`config.mk`:
```
export PLATFORM = sky130hd
export DESIGN_NAME = ccsm_top
export DESIGN_NICKNAME = d
export VERILOG_FILES = /design/src/rtl/ccsm_pkg.sv /design/src/rtl/ccsm_top.sv /design/src/rtl/ccsm_activity.sv
export SDC_FILE = /design/constraint.sdc
export NUM_CORES = 1
export LEC_CHECK = 0
export ABC_AREA = 0
export BUFFER_PORTS_ARGS = -buffer_cell sky130_fd_sc_hd__buf_2
export CAP_MARGIN = 5
export CORE_MARGIN = 3
export CORE_UTILIZATION = 28
export DETAILED_ROUTE_END_ITERATION = 6
export PLACE_DENSITY = 0.42
export SLEW_MARGIN = 20
export SYNTH_ARGS = -nofsm -noshare
export SYNTH_HDL_FRONTEND = slang
export SYNTH_SLANG_ARGS = --single-unit
```
`constraint.sdc`:
```
create_clock -name aclk -period 4.3 [get_ports aclk]
set_input_delay 0.215 -clock aclk [delete_from_list [all_inputs] [get_ports aclk]]
set_output_delay 0.215 -clock aclk [all_outputs]
set_load 0.01 [all_outputs]
```
`src/rtl/ccsm_pkg.sv`:
```
// shared constants of the clock select, monitor and oscillator control block
package ccsm_pkg;
    // ****************************************************************
    // register map (byte addresses)
    // ****************************************************************
    localparam logic [7:0]  CTRL_ADDR   = 8'h00;
    localparam logic [7:0]  DCO_ADDR    = 8'h04;
    localparam logic [7:0]  STAT_ADDR   = 8'h08;
    // control register bit positions
    localparam int          EXT_STB_BIT = 0;
    localparam int          EXT_ON_BIT  = 1;
    localparam int          INT_STB_BIT = 2;
    localparam int          INT_ON_BIT  = 3;
    localparam int          CS_BIT      = 4;
    localparam int          MON_EN_BIT  = 5;
    localparam int          MON_FLG_BIT = 6;
    localparam int          MON_IE_BIT  = 7;
    // dco register fields
    localparam int          DIV_LSB     = 8;
    // status register bits
    localparam int          INT_OFF_BIT = 0;
    localparam int          EXT_OFF_BIT = 1;
    // ****************************************************************
    // reset values and oscillator constants
    // ****************************************************************
    localparam logic [7:0]  STAGE_RST   = 8'h00;
    localparam logic [3:0]  DIV_RST     = 4'h0;
    localparam logic [3:0]  DIV_MAX     = 4'h9;
    localparam logic [11:0] DCO_MAX     = 12'h9FF;
    localparam logic [11:0] STEP_COARSE = 12'h020;
    localparam logic [11:0] STEP_FINE   = 12'h001;
    localparam logic [7:0]  RING_BASE   = 8'h11;
    localparam logic [7:0]  DITHER_ADD  = 8'h02;
    localparam logic [11:0] STAB_LAST   = 12'hFFF;
    localparam logic [1:0]  MISS_LIMIT  = 2'h2;
    localparam logic [1:0]  RESP_OKAY   = 2'h0;
    localparam logic [1:0]  RESP_SLVERR = 2'h2;
endpackage : ccsm_pkg

```
`src/rtl/ccsm_top.sv`:
```
// clock source select, glitch-free switch, clock monitor and oscillator control
// What this block does
// - reset routes the internal clock to the output
// - monitor on and a source inactive forces the live side, deselects the dead one
// - surviving clock appears one to two of its cycles after inactivity changes
// - source select write lands only if target is on and stable
// - monitor enable sets only with both clocks on and stable
// - monitor interrupt enable sets only with monitor already enabled
// - monitor flag clearing starts with a read that sees it set
// - inactive selected source flips the readable select to the live source
// - monitor flag reads at bit 6 of the control register
// - oscillator period set only by stage control and divider code
// - divider divides the switched and monitored clock by two to the code, codes above 9 act as 9; internal_osc_clock stays undivided
// - divider code moves only by carry or borrow of stage control
// - upper three stage bits give 17 to 31 ring stages, step two
// - coarse correction steps stage control by one unit of bit 5
// - lower five stage bits give long cycles per 32
// - switch runs old clock, holds low, then follows new clock
// - detector flags inactive after two empty reference-low windows
// - external stable sets after 4096 external cycles, clears when off or inactive
`timescale 1ns/1ps
module ccsm_top #(
    parameter int REF_HALF = 40000   // system cycles per reference half period
) (
    input  wire logic        aclk,                 // system clock, 100 MHz
    input  wire logic        aresetn,              // synchronous reset, active low
    input  wire logic        ce,                   // clock enable
    input  wire logic        external_osc_clock,   // external clock, sampled
    input  wire logic        internal_freq_ok,     // internal clock within target band
    input  wire logic        corr_up,              // loop filter lengthens period
    input  wire logic        corr_down,            // loop filter shortens period
    input  wire logic        corr_coarse,          // error above 15 percent
    output logic             internal_osc_clock,   // generated internal clock
    output logic             selected_osc_output,  // switched oscillator output
    output logic             monitor_irq,          // monitor interrupt request
    input  wire logic [7:0]  s_axi_awaddr,         // write address
    input  wire logic        s_axi_awvalid,        // write address valid
    output logic             s_axi_awready,        // write address ready
    input  wire logic [31:0] s_axi_wdata,          // write data
    input  wire logic [3:0]  s_axi_wstrb,          // write strobes
    input  wire logic        s_axi_wvalid,         // write data valid
    output logic             s_axi_wready,         // write data ready
    output logic [1:0]       s_axi_bresp,          // write response
    output logic             s_axi_bvalid,         // write response valid
    input  wire logic        s_axi_bready,         // write response ready
    input  wire logic [7:0]  s_axi_araddr,         // read address
    input  wire logic        s_axi_arvalid,        // read address valid
    output logic             s_axi_arready,        // read address ready
    output logic [31:0]      s_axi_rdata,          // read data
    output logic [1:0]       s_axi_rresp,          // read response
    output logic             s_axi_rvalid,         // read data valid
    input  wire logic        s_axi_rready          // read data ready
);
    // ****************************************************************
    // state
    // ****************************************************************
    typedef struct packed {
        logic        cs;
        logic        int_on;
        logic        ext_on;
        logic        mon_en;
        logic        mon_ie;
        logic        mon_flag;
        logic        flag_seen;
        logic [11:0] stab_cnt;
        logic        ext_stable;
        logic [1:0]  isync;
        logic [1:0]  esync;
        logic        internal_osc_clock_prev;
        logic        external_osc_clock_prev;
        logic        clk_out;
        logic [7:0]  stage;
        logic [3:0]  div;
        logic [7:0]  ring_cnt;
        logic        ring_ph;
        logic [4:0]  dith_cnt;
        logic [8:0]  div_cnt;
        logic [31:0] ref_cnt;
        logic        ref_low;
        logic        aw_got;
        logic        w_got;
        logic [7:0]  awaddr;
        logic [31:0] wdata;
        logic [3:0]  wstrb;
        logic        bvalid;
        logic [1:0]  bresp;
        logic        rvalid;
        logic [31:0] rdata;
        logic [1:0]  rresp;
    } ccsm_state_s;

    ccsm_state_s s_q;
    ccsm_state_s s_d;

    logic [1:0] inact;
    logic [1:0] falls;
    logic       internal_osc_clock_now;
    logic       int_stable;
    logic       force_int;
    logic       force_ext;
    logic [3:0] div_eff;
    logic [7:0] ring_len;

    function automatic logic fell(input logic prev, input logic now);
        fell = prev & ~now;
    endfunction : fell

    // ****************************************************************
    // activity detectors: 0 internal, 1 external
    // ****************************************************************
    logic [1:0] watched;
    assign watched = {external_osc_clock, internal_osc_clock_now};

    genvar gi;
    generate
        for (gi = 0; gi < 2; gi++) begin : g_act
            ccsm_activity u_act (
                .aclk     (aclk),
                .aresetn  (aresetn),
                .ce       (ce),
                .mon_clk  (watched[gi]),
                .ref_low  (s_q.ref_low),
                .inactive (inact[gi]),
                .fall     (falls[gi])
            );
        end
    endgenerate

    // ****************************************************************
    // oscillator and combinational terms
    // ****************************************************************
    always_comb begin
        div_eff  = (s_q.div > ccsm_pkg::DIV_MAX) ? ccsm_pkg::DIV_MAX : s_q.div;
        ring_len = ccsm_pkg::RING_BASE + {4'h0, s_q.stage[7:5], 1'b0};
        if (s_q.dith_cnt < s_q.stage[4:0]) begin
            ring_len = ring_len + ccsm_pkg::DITHER_ADD;
        end
        if (div_eff == 4'h0) begin
            internal_osc_clock_now = s_q.ring_ph;
        end else begin
            internal_osc_clock_now = s_q.div_cnt[div_eff - 4'h1];
        end
    end

    assign int_stable = s_q.int_on & internal_freq_ok & ~inact[0];
    assign force_int  = s_q.mon_en & inact[1];
    assign force_ext  = s_q.mon_en & inact[0] & ~inact[1];

    assign internal_osc_clock  = s_q.ring_ph;
    assign selected_osc_output = s_q.clk_out;
    assign monitor_irq         = s_q.mon_flag & s_q.mon_ie;
    assign s_axi_awready = ce & ~s_q.aw_got & ~s_q.bvalid;
    assign s_axi_wready  = ce & ~s_q.w_got & ~s_q.bvalid;
    assign s_axi_bvalid  = s_q.bvalid;
    assign s_axi_bresp   = s_q.bresp;
    assign s_axi_arready = ce & ~s_q.rvalid;
    assign s_axi_rvalid  = s_q.rvalid;
    assign s_axi_rdata   = s_q.rdata;
    assign s_axi_rresp   = s_q.rresp;

    // ****************************************************************
    // next state
    // ****************************************************************
    always_comb begin
        logic [7:0]  wd;
        logic [7:0]  ctrl_rd;
        logic [11:0] digitally_controlled_osc;
        logic        tgt;
        logic        want_int;
        logic        want_ext;
        wd       = 8'h00;
        ctrl_rd  = 8'h00;
        digitally_controlled_osc      = {s_q.div, s_q.stage};
        tgt      = 1'b0;
        want_int = 1'b0;
        want_ext = 1'b0;
        s_d      = s_q;

        // reference clock for the monitors
        if (s_q.ref_cnt >= 32'(REF_HALF - 1)) begin
            s_d.ref_cnt = 32'h0;
            s_d.ref_low = ~s_q.ref_low;
        end else begin
            s_d.ref_cnt = s_q.ref_cnt + 32'h1;
        end

        // ring oscillator, dither and binary divider
        if (s_q.int_on) begin
            if (s_q.ring_cnt >= ring_len - 8'h1) begin
                s_d.ring_cnt = 8'h00;
                s_d.ring_ph  = ~s_q.ring_ph;
                if (s_q.ring_ph) begin
                    s_d.dith_cnt = s_q.dith_cnt + 5'h01;
                    s_d.div_cnt  = s_q.div_cnt + 9'h001;
                end
            end else begin
                s_d.ring_cnt = s_q.ring_cnt + 8'h01;
            end
        end

        // loop filter corrections on the combined divider and stage value
        if (corr_up != corr_down) begin
            if (corr_up) begin
                if (digitally_controlled_osc <= ccsm_pkg::DCO_MAX - (corr_coarse ? ccsm_pkg::STEP_COARSE : ccsm_pkg::STEP_FINE)) begin
                    digitally_controlled_osc = digitally_controlled_osc + (corr_coarse ? ccsm_pkg::STEP_COARSE : ccsm_pkg::STEP_FINE);
                end
            end else if (digitally_controlled_osc >= (corr_coarse ? ccsm_pkg::STEP_COARSE : ccsm_pkg::STEP_FINE)) begin
                digitally_controlled_osc = digitally_controlled_osc - (corr_coarse ? ccsm_pkg::STEP_COARSE : ccsm_pkg::STEP_FINE);
            end
        end
        s_d.stage = digitally_controlled_osc[7:0];
        s_d.div   = digitally_controlled_osc[11:8];

        // external stabilisation count
        s_d.external_osc_clock_prev = external_osc_clock;
        if (!s_q.ext_on || inact[1]) begin
            s_d.stab_cnt   = 12'h000;
            s_d.ext_stable = 1'b0;
        end else if (fell(s_q.external_osc_clock_prev, external_osc_clock) && !s_q.ext_stable) begin
            if (s_q.stab_cnt == ccsm_pkg::STAB_LAST) begin
                s_d.ext_stable = 1'b1;
            end else begin
                s_d.stab_cnt = s_q.stab_cnt + 12'h001;
            end
        end

        // ****************************************************************
        // register bus
        // ****************************************************************
        if (s_axi_awvalid && s_axi_awready) begin
            s_d.aw_got = 1'b1;
            s_d.awaddr = s_axi_awaddr;
        end
        if (s_axi_wvalid && s_axi_wready) begin
            s_d.w_got = 1'b1;
            s_d.wdata = s_axi_wdata;
            s_d.wstrb = s_axi_wstrb;
        end
        if (s_q.bvalid && s_axi_bready) begin
            s_d.bvalid = 1'b0;
        end
        if (s_q.aw_got && s_q.w_got) begin
            s_d.aw_got = 1'b0;
            s_d.w_got  = 1'b0;
            s_d.bvalid = 1'b1;
            s_d.bresp  = ccsm_pkg::RESP_OKAY;
            if (s_q.awaddr == ccsm_pkg::CTRL_ADDR) begin
                if (s_q.wstrb[0]) begin
                    wd         = s_q.wdata[7:0];
                    s_d.ext_on = wd[ccsm_pkg::EXT_ON_BIT];
                    s_d.int_on = wd[ccsm_pkg::INT_ON_BIT] | ~s_q.cs;
                    tgt        = wd[ccsm_pkg::CS_BIT];
                    if (tgt ? (s_q.ext_on & s_q.ext_stable) : (s_q.int_on & int_stable)) begin
                        s_d.cs = tgt;
                    end
                    s_d.mon_en = wd[ccsm_pkg::MON_EN_BIT] & s_q.int_on & s_q.ext_on
                                 & int_stable & s_q.ext_stable;
                    s_d.mon_ie = wd[ccsm_pkg::MON_IE_BIT] & s_q.mon_en;
                    if (s_q.flag_seen && !wd[ccsm_pkg::MON_FLG_BIT]) begin
                        s_d.mon_flag = 1'b0;
                    end
                    s_d.flag_seen = 1'b0;
                end
            end else if (s_q.awaddr != ccsm_pkg::DCO_ADDR && s_q.awaddr != ccsm_pkg::STAT_ADDR) begin
                s_d.bresp = ccsm_pkg::RESP_SLVERR;
            end
        end

        ctrl_rd[ccsm_pkg::EXT_STB_BIT] = s_q.ext_stable;
        ctrl_rd[ccsm_pkg::EXT_ON_BIT]  = s_q.ext_on;
        ctrl_rd[ccsm_pkg::INT_STB_BIT] = int_stable;
        ctrl_rd[ccsm_pkg::INT_ON_BIT]  = s_q.int_on;
        ctrl_rd[ccsm_pkg::CS_BIT]      = s_q.cs;
        ctrl_rd[ccsm_pkg::MON_EN_BIT]  = s_q.mon_en;
        ctrl_rd[ccsm_pkg::MON_FLG_BIT] = s_q.mon_flag;
        ctrl_rd[ccsm_pkg::MON_IE_BIT]  = s_q.mon_ie;
        if (s_q.rvalid && s_axi_rready) begin
            s_d.rvalid = 1'b0;
        end
        if (s_axi_arvalid && s_axi_arready) begin
            s_d.rvalid = 1'b1;
            s_d.rresp  = ccsm_pkg::RESP_OKAY;
            s_d.rdata  = 32'h0000_0000;
            if (s_axi_araddr == ccsm_pkg::CTRL_ADDR) begin
                s_d.rdata[7:0] = ctrl_rd;
                if (s_q.mon_flag) begin
                    s_d.flag_seen = 1'b1;
                end
            end else if (s_axi_araddr == ccsm_pkg::DCO_ADDR) begin
                s_d.rdata[7:0]                  = s_q.stage;
                s_d.rdata[ccsm_pkg::DIV_LSB+:4] = s_q.div;
            end else if (s_axi_araddr == ccsm_pkg::STAT_ADDR) begin
                s_d.rdata[ccsm_pkg::INT_OFF_BIT] = inact[0];
                s_d.rdata[ccsm_pkg::EXT_OFF_BIT] = inact[1];
            end else begin
                s_d.rresp = ccsm_pkg::RESP_SLVERR;
            end
        end

        // ****************************************************************
        // monitor: hardware events win over software writes
        // ****************************************************************
        if (!s_q.ext_on || !s_q.int_on) begin
            s_d.mon_en = 1'b0;
            s_d.mon_ie = 1'b0;
        end
        if (s_q.mon_en && (inact[0] || inact[1])) begin
            s_d.mon_flag = 1'b1;
            if (force_int) begin
                s_d.cs = 1'b0;
            end else begin
                s_d.cs = 1'b1;
            end
        end

        // ****************************************************************
        // glitch-free switch, each side stepped on its own clock's falling edge
        // ****************************************************************
        s_d.internal_osc_clock_prev = internal_osc_clock_now;
        want_int      = (~s_q.cs | force_int) & ~force_ext;
        want_ext      = (s_q.cs | force_ext) & ~force_int;
        if (force_ext) begin
            s_d.isync = 2'b00;
        end else if (fell(s_q.internal_osc_clock_prev, internal_osc_clock_now)) begin
            s_d.isync = {s_q.isync[0], want_int & ~s_q.esync[1]};
        end
        if (force_int) begin
            s_d.esync = 2'b00;
        end else if (falls[1]) begin
            s_d.esync = {s_q.esync[0], want_ext & ~s_q.isync[1]};
        end
        s_d.clk_out = (internal_osc_clock_now & s_q.isync[1]) | (external_osc_clock & s_q.esync[1]);
    end

    always_ff @(posedge aclk) begin
        if (!aresetn) begin
            s_q        <= '0;
            s_q.int_on <= 1'b1;
            s_q.isync  <= 2'b11;
            s_q.stage  <= ccsm_pkg::STAGE_RST;
            s_q.div    <= ccsm_pkg::DIV_RST;
        end else if (ce) begin
            s_q <= s_d;
        end
    end
endmodule : ccsm_top

```
`src/rtl/ccsm_activity.sv`:
```
// activity detector: flags a clock that shows no falling edge in two reference-low windows
`timescale 1ns/1ps
module ccsm_activity (
    input  wire logic aclk,      // system clock
    input  wire logic aresetn,   // synchronous reset, active low
    input  wire logic ce,        // clock enable, freezes state when low
    input  wire logic mon_clk,   // watched clock, sampled
    input  wire logic ref_low,   // reference clock is low
    output logic      inactive,  // clock judged inactive
    output logic      fall       // falling edge of watched clock seen
);
    typedef struct packed {
        logic       clk_prev;
        logic       ref_prev;
        logic       seen;
        logic [1:0] miss;
        logic       inactive;
    } ccsm_act_s;

    ccsm_act_s s_q;
    ccsm_act_s s_d;

    assign fall     = s_q.clk_prev & ~mon_clk;
    assign inactive = s_q.inactive;

    always_comb begin
        s_d          = s_q;
        s_d.clk_prev = mon_clk;
        s_d.ref_prev = ref_low;
        if (ref_low && fall) begin
            s_d.seen     = 1'b1;
            s_d.miss     = 2'h0;
            s_d.inactive = 1'b0;
        end
        // end of a reference-low window
        if (s_q.ref_prev && !ref_low) begin
            s_d.seen = 1'b0;
            if (!s_q.seen) begin
                if (s_q.miss + 2'h1 >= ccsm_pkg::MISS_LIMIT) begin
                    s_d.inactive = 1'b1;
                    s_d.miss     = ccsm_pkg::MISS_LIMIT;
                end else begin
                    s_d.miss = s_q.miss + 2'h1;
                end
            end
        end
    end

    always_ff @(posedge aclk) begin
        if (!aresetn) begin
            s_q <= '0;
        end else if (ce) begin
            s_q <= s_d;
        end
    end
endmodule : ccsm_activity

```
### Yosys cells after proc, flatten, opt, wreduce, memory -nomap -nowiden

Index checks and enable logic that the tools add are counted.

* bits in registers: 141
* word-level logic and storage cells: 240
* input port bits: 65
* output and inout bits: 44

* order comparisons: 9
* $add $sub $neg: 14
* eq/ne operators: 8
* bitwise logic cells: 45
* reductions and logical operators: 66
* mux-type cells: 59

Operators with widths (number)
* $mux 12: 4
* $reduce_bool 2->1: 19
* $mux 35: 1
* $add 32x1->32 const B: 1
* $ge 32x16->1 const B: 1
* $mux 32: 1
* $mux 2: 15
* $mux 7: 4
* $reduce_and 2->1: 14
* $and 1x1->1: 26
* $mux 13: 2
* $mux 4: 6
* $mux 1: 18
* $logic_not 8->1: 2
* $mux 8: 2
* $reduce_and 4->1: 4
* $not 1->1: 15
* $logic_and 1x1->1: 13
* $add 12x1->12 const B: 1
* $add 12x12->12: 1
* $eq 12x12->1 const B: 1
* $ge 12x12->1: 1
* $le 12x12->1: 1
* $sub 12x12->12 const A: 1
* other kinds (31): 47

### Depth between registers and ports, before layout

* depth after elaboration: 13
* depth in mapped cells: 17

### Hierarchy

A second synthesis with hierarchy kept.

* cell total of the unflattened synthesis: 861
* area, all modules: 7243.2 µm²

Modules (own cells, without submodules)
* ccsm_top: seq. area each 2562.5 µm², times used 1, area an instance 6705.2 µm², cells each 799
* ccsm_activity: seq. area each 120.1 µm², times used 2, area an instance 269.0 µm², cells each 31

### Worst setup path before layout

Ideal clock, no wire load.

* path kind: register to register
* start point: reg s_q[145] in the netlist's numbering
* end point: reg s_q[130] in the netlist's numbering
* clock period less this slack: 3165 ps
* library setup time: 115 ps
* buffers on the path: 1
* required time: 4185 ps
* cell stages (with the launch flop): 18
* setup slack: 1135 ps
* arrival time: 3050 ps
* path through: dfxtp_1 -> inv_1 -> ha_1 -> o21ai_0 -> a21boi_1 -> o21ai_0 -> nand2b_1 -> a21oi_1 -> xor2_1 -> ha_1 -> nand2b_1 -> a21boi_1 -> o21ai_1 -> a2111oi_4 -> buf_6 -> nand4_1 -> xnor2_1 -> and2_1

* longest elaborated chain between the ends: 5

Ends and longest elaborated chain
* start: declaration: line ccsm_top.sv:92 `ccsm_state_s s_q;`
* $lt 5x5->1: line ccsm_top.sv:135 `if (s_q.dith_cnt < s_q.stage[4:0]) begin`
* $mux 7: line ccsm_top.sv:135
* $sub 8x1->8: line ccsm_top.sv:189 `if (s_q.ring_cnt >= ring_len - 8'h1) begin`
* $ge 8x8->1: line ccsm_top.sv:189
* $reduce_and 4->1 (no line)

No other way between the ends.
A chain may end at the register's enable or synchronous reset.

### Worst setup path in the final report

* start point: reg s_q[145] in the netlist's numbering
* end point: reg s_q[121] in the netlist's numbering

Same word-level chain as after synthesis.

==> summary.md <==
| Metric | Value |
|---|---|
| Fmax | `285 MHz` |
| Fin nets | `981` |
| Element type at the critical path end | `register` |
| Final ANT Viol Nets | `0` |
| CTS tree | `yes` |
| Netlist cell types | `70` |
| Worst-Skew Late Latency | `0.43 ns` |
| Setup Buffers After CTS | `0` |
| CTS Buffer Depth | `2` |
| Worst Setup Start Kind | `register` |
| Relative slew slack | `51.1%` |
| Most frequent cells after synthesis | `dfxtp_1 (137), nand2_1 (81), nor2_1 (79), nor2b_1 (46), buf_4 (38)` |
| Req. time, crit path | `4.61 ns` |
| Share of cells above drive strength 1 | `12.9%` |
| Setup violators final | `0` |
| Final setup skew | `0.0132 ns` |
| Hold Slack | `0.0334 ns` |
| Worst Tran Pin Value | `0.728 ns` |
| Placer Congestion | `between 0.7 and 0.8` |
| Overall Power | `between 3000 and 4000 uW` |
| EDFF count, synth | `0` |
| H-tree levels | `4` |
| GR Overflow Total | `0` |
| Avg Synthesized Cell Area | `8.65 sq um` |
| Total CTS buffers | `17` |
| Overall Global Routing Usage | `12.0%` |
| # port buffers | `between 50 and 60` |
| Synth area leaders | `dfxtp_1 (37%), ha_1 (5.8%), nand2_1 (4.2%)` |
| P&R area growth vs syn | `13.9%` |
| Power per cell area | `between 300 and 400 mW/mm^2` |
| Remaining DRCs | `0` |
| Crit path max fanout | `14` |
| Area leader, netlist | `dfxtp_1` |
| Critical path class | `reg2reg` |
| First-pass GRT wire length | `between 20 and 30 mm` |
| FF+latch count, synth | `137` |
| Max Cap Viol | `0` |
| Slew Viols, Final | `0` |
| Leakage | `~0.0033 uW` |
| Mean number of vias per cell | `4.64` |
| Period utilization | `81.7%` |
| CTS clk-pin slew, worst paths | `around 0.07 ns` |
| Async SR Flop Fraction | `0%` |
| Primary FF master, synth | `dfxtp_1` |
| Cts repair resizes | `0` |
| Synth warnings | `0` |
| Period minus WS final | `3.51 ns` |
| Die Span X | `168 um` |
| Seq/Total Area, Yosys | `between 30% and 40%` |
| Vias | `between 5000 and 6000` |
| Arr. time, crit path | `3.82 ns` |
| Hold Buf Count CTS | `0` |
| Cell Area, Synth | `0.00732 sq mm` |
| TritonRoute pass-1 iters | `4` |
| Cell with the most instances after synthesis | `dfxtp_1` |
| Die area | `0.0281 sq mm` |
| Setup TNS | `0 ns` |
| Final hold vios | `0` |
| Largest net degree at the start of global routing | `59` |
| R2R setup slack | `0.79 ns` |
| CTS root buf | `clkbuf_16` |
| Synth top area share | `37.5%` |
| Hpwl dp | `11.9 mm` |
| Wirelength per Cell | `13.6 um` |
| Final wirelength | `16.7 mm` |
| Starting DRT DRC Count | `258` |
| Ports | `109` |
| Max IR drop VDD | `0.000238 V` |
| RSZ-0062 raised after global routing | `false` |
| HP Class | `in2reg` |
| DIE HEIGHT | `168 um` |
| Core ar. | `roughly 0.025 sq mm` |
| Sink Count | `between 100 and 150` |
| Vias in the first global route | `5430` |
| Rows | `58` |
| Initial antenna violation count | `0` |
| Synthesized instance count | `847` |
| Initial core utilization | `28.8%` |
| Status | `complete, no violations` |
## worst max-delay path: stages, from the launching register on
cell and delay [ns]:
dfxtp_1 0.41, inv_1 0.13, ha_1 0.28, o21ai_0 0.07, a21boi_1 0.08, o21ai_0 0.14
nand2b_1 0.08, a21oi_1 0.46, xor2_1 0.14, ha_1 0.31, nand2b_1 0.05, a21boi_1 0.14
o21ai_1 0.12, a2111oi_4 0.30, buf_4 0.26, nand4_1 0.13, xnor2_1 0.14, and2_1 0.15
## power by group
part | switching [uW] | internal, uW | total (uW)
registers | 40.8 | 1300 | 1340
logic | 196 | 139 | 335
clock network | 662 | 895 | 1560
## per-layer routing
| layer | wire length, um | global-route usage, % | vias to the layer above | part of all wire, % |
|---|---|---|---|---|
| met2 | 7090 | 18.3 | 81 | 42 |
| li1 | - | - | 2967 | - |
| met5 | 0 | 0 | - | 0 |
| met4 | 198 | 3.74 | 0 | 1.2 |
| met3 | 538 | 2.60 | 16 | 3.2 |
| met1 | 8880 | 16.9 | 2618 | 53 |
## registers in the layout, indices dropped and copies added (netlist names)
| signal | cells |
|---|---|
| s_axi_rvalid | 1 |
| internal_osc_clock | 1 |
| s_axi_rdata | 12 |
| s_axi_bvalid | 1 |
| g_act.u_act.inactive | 2 |
| s_q | 108 |
| selected_osc_output | 1 |
| g_act.u_act.s_q | 9 |
| s_axi_rresp | 1 |
| s_axi_bresp | 1 |
## worst paths after layout
kind                                      start        to  cells after the start
worst min register to register          s_q[81]   s_q[81]                      2
worst max register to register         s_q[145]  s_q[121]                     17
worst max-delay path                   s_q[145]  s_q[121]                     17
worst min-delay path            s_axi_awaddr[6]   s_q[80]                      3
## cells by family after synthesis
kind of cell	Yosys count	share of synthesized area (%)
AOI/OAI and AO/OA	152	14.9
buffers and inverters	97	7.23
adders and majority gates	35	6.08
and+or+nand+nor	350	24.9
other	1	0.0512
xor gates and xnor gates	52	6.22
muxes	23	3.18
DFF	137	37.5
## placed cells by master, fill, tap and decap left out, types with 11 or more instances in the layout
cell type,netlist,final
xor2_1,29,29
a21boi_0,18,18
conb_1,1,22
nand2_1,81,80
nor2_1,79,79
dfxtp_1,137,137
clkbuf_16,0,17
nand3_1,21,21
buf_2,6,57
o21ai_0,28,28
and2_1,23,23
a21oi_1,33,33
and3_1,16,16
mux2i_1,21,21
ha_1,34,34
a31oi_1,11,11
xnor2_1,23,23
nand4_1,19,19
nor2b_1,46,46
inv_1,30,30
## layout make-up
class / count / area [sq um]
Clock buffer: 17 / 425
Timing Repair Buffer: 61 / 315
Fill cell: 2704 / 17100
Antenna cell: 1 / 2.50
Multi-Input combinational cell: 634 / 4130
Clock inverter: 15 / 198
Inverter: 30 / 113
Tap cell: 330 / 413
Sequential cell: 137 / 2740
## per-stage QoR
stage / cell area [sq um] / utilization [%] / setup slack, ns / instances
after floorplan: 7400 / - / 1.13 / 868
after global placement: 7710 / 30.3 / 0.772 / 1192
final: 8340 / 32.7 / 0.787 / 1225
after CTS: 8340 / 32.7 / 0.726 / 1224
after detailed placement: 7710 / 30.3 / 0.755 / 1192
after global routing: 8340 / 32.7 / 0.328 / 1224
No activity file was read; power rests on OpenSTA's default activity.
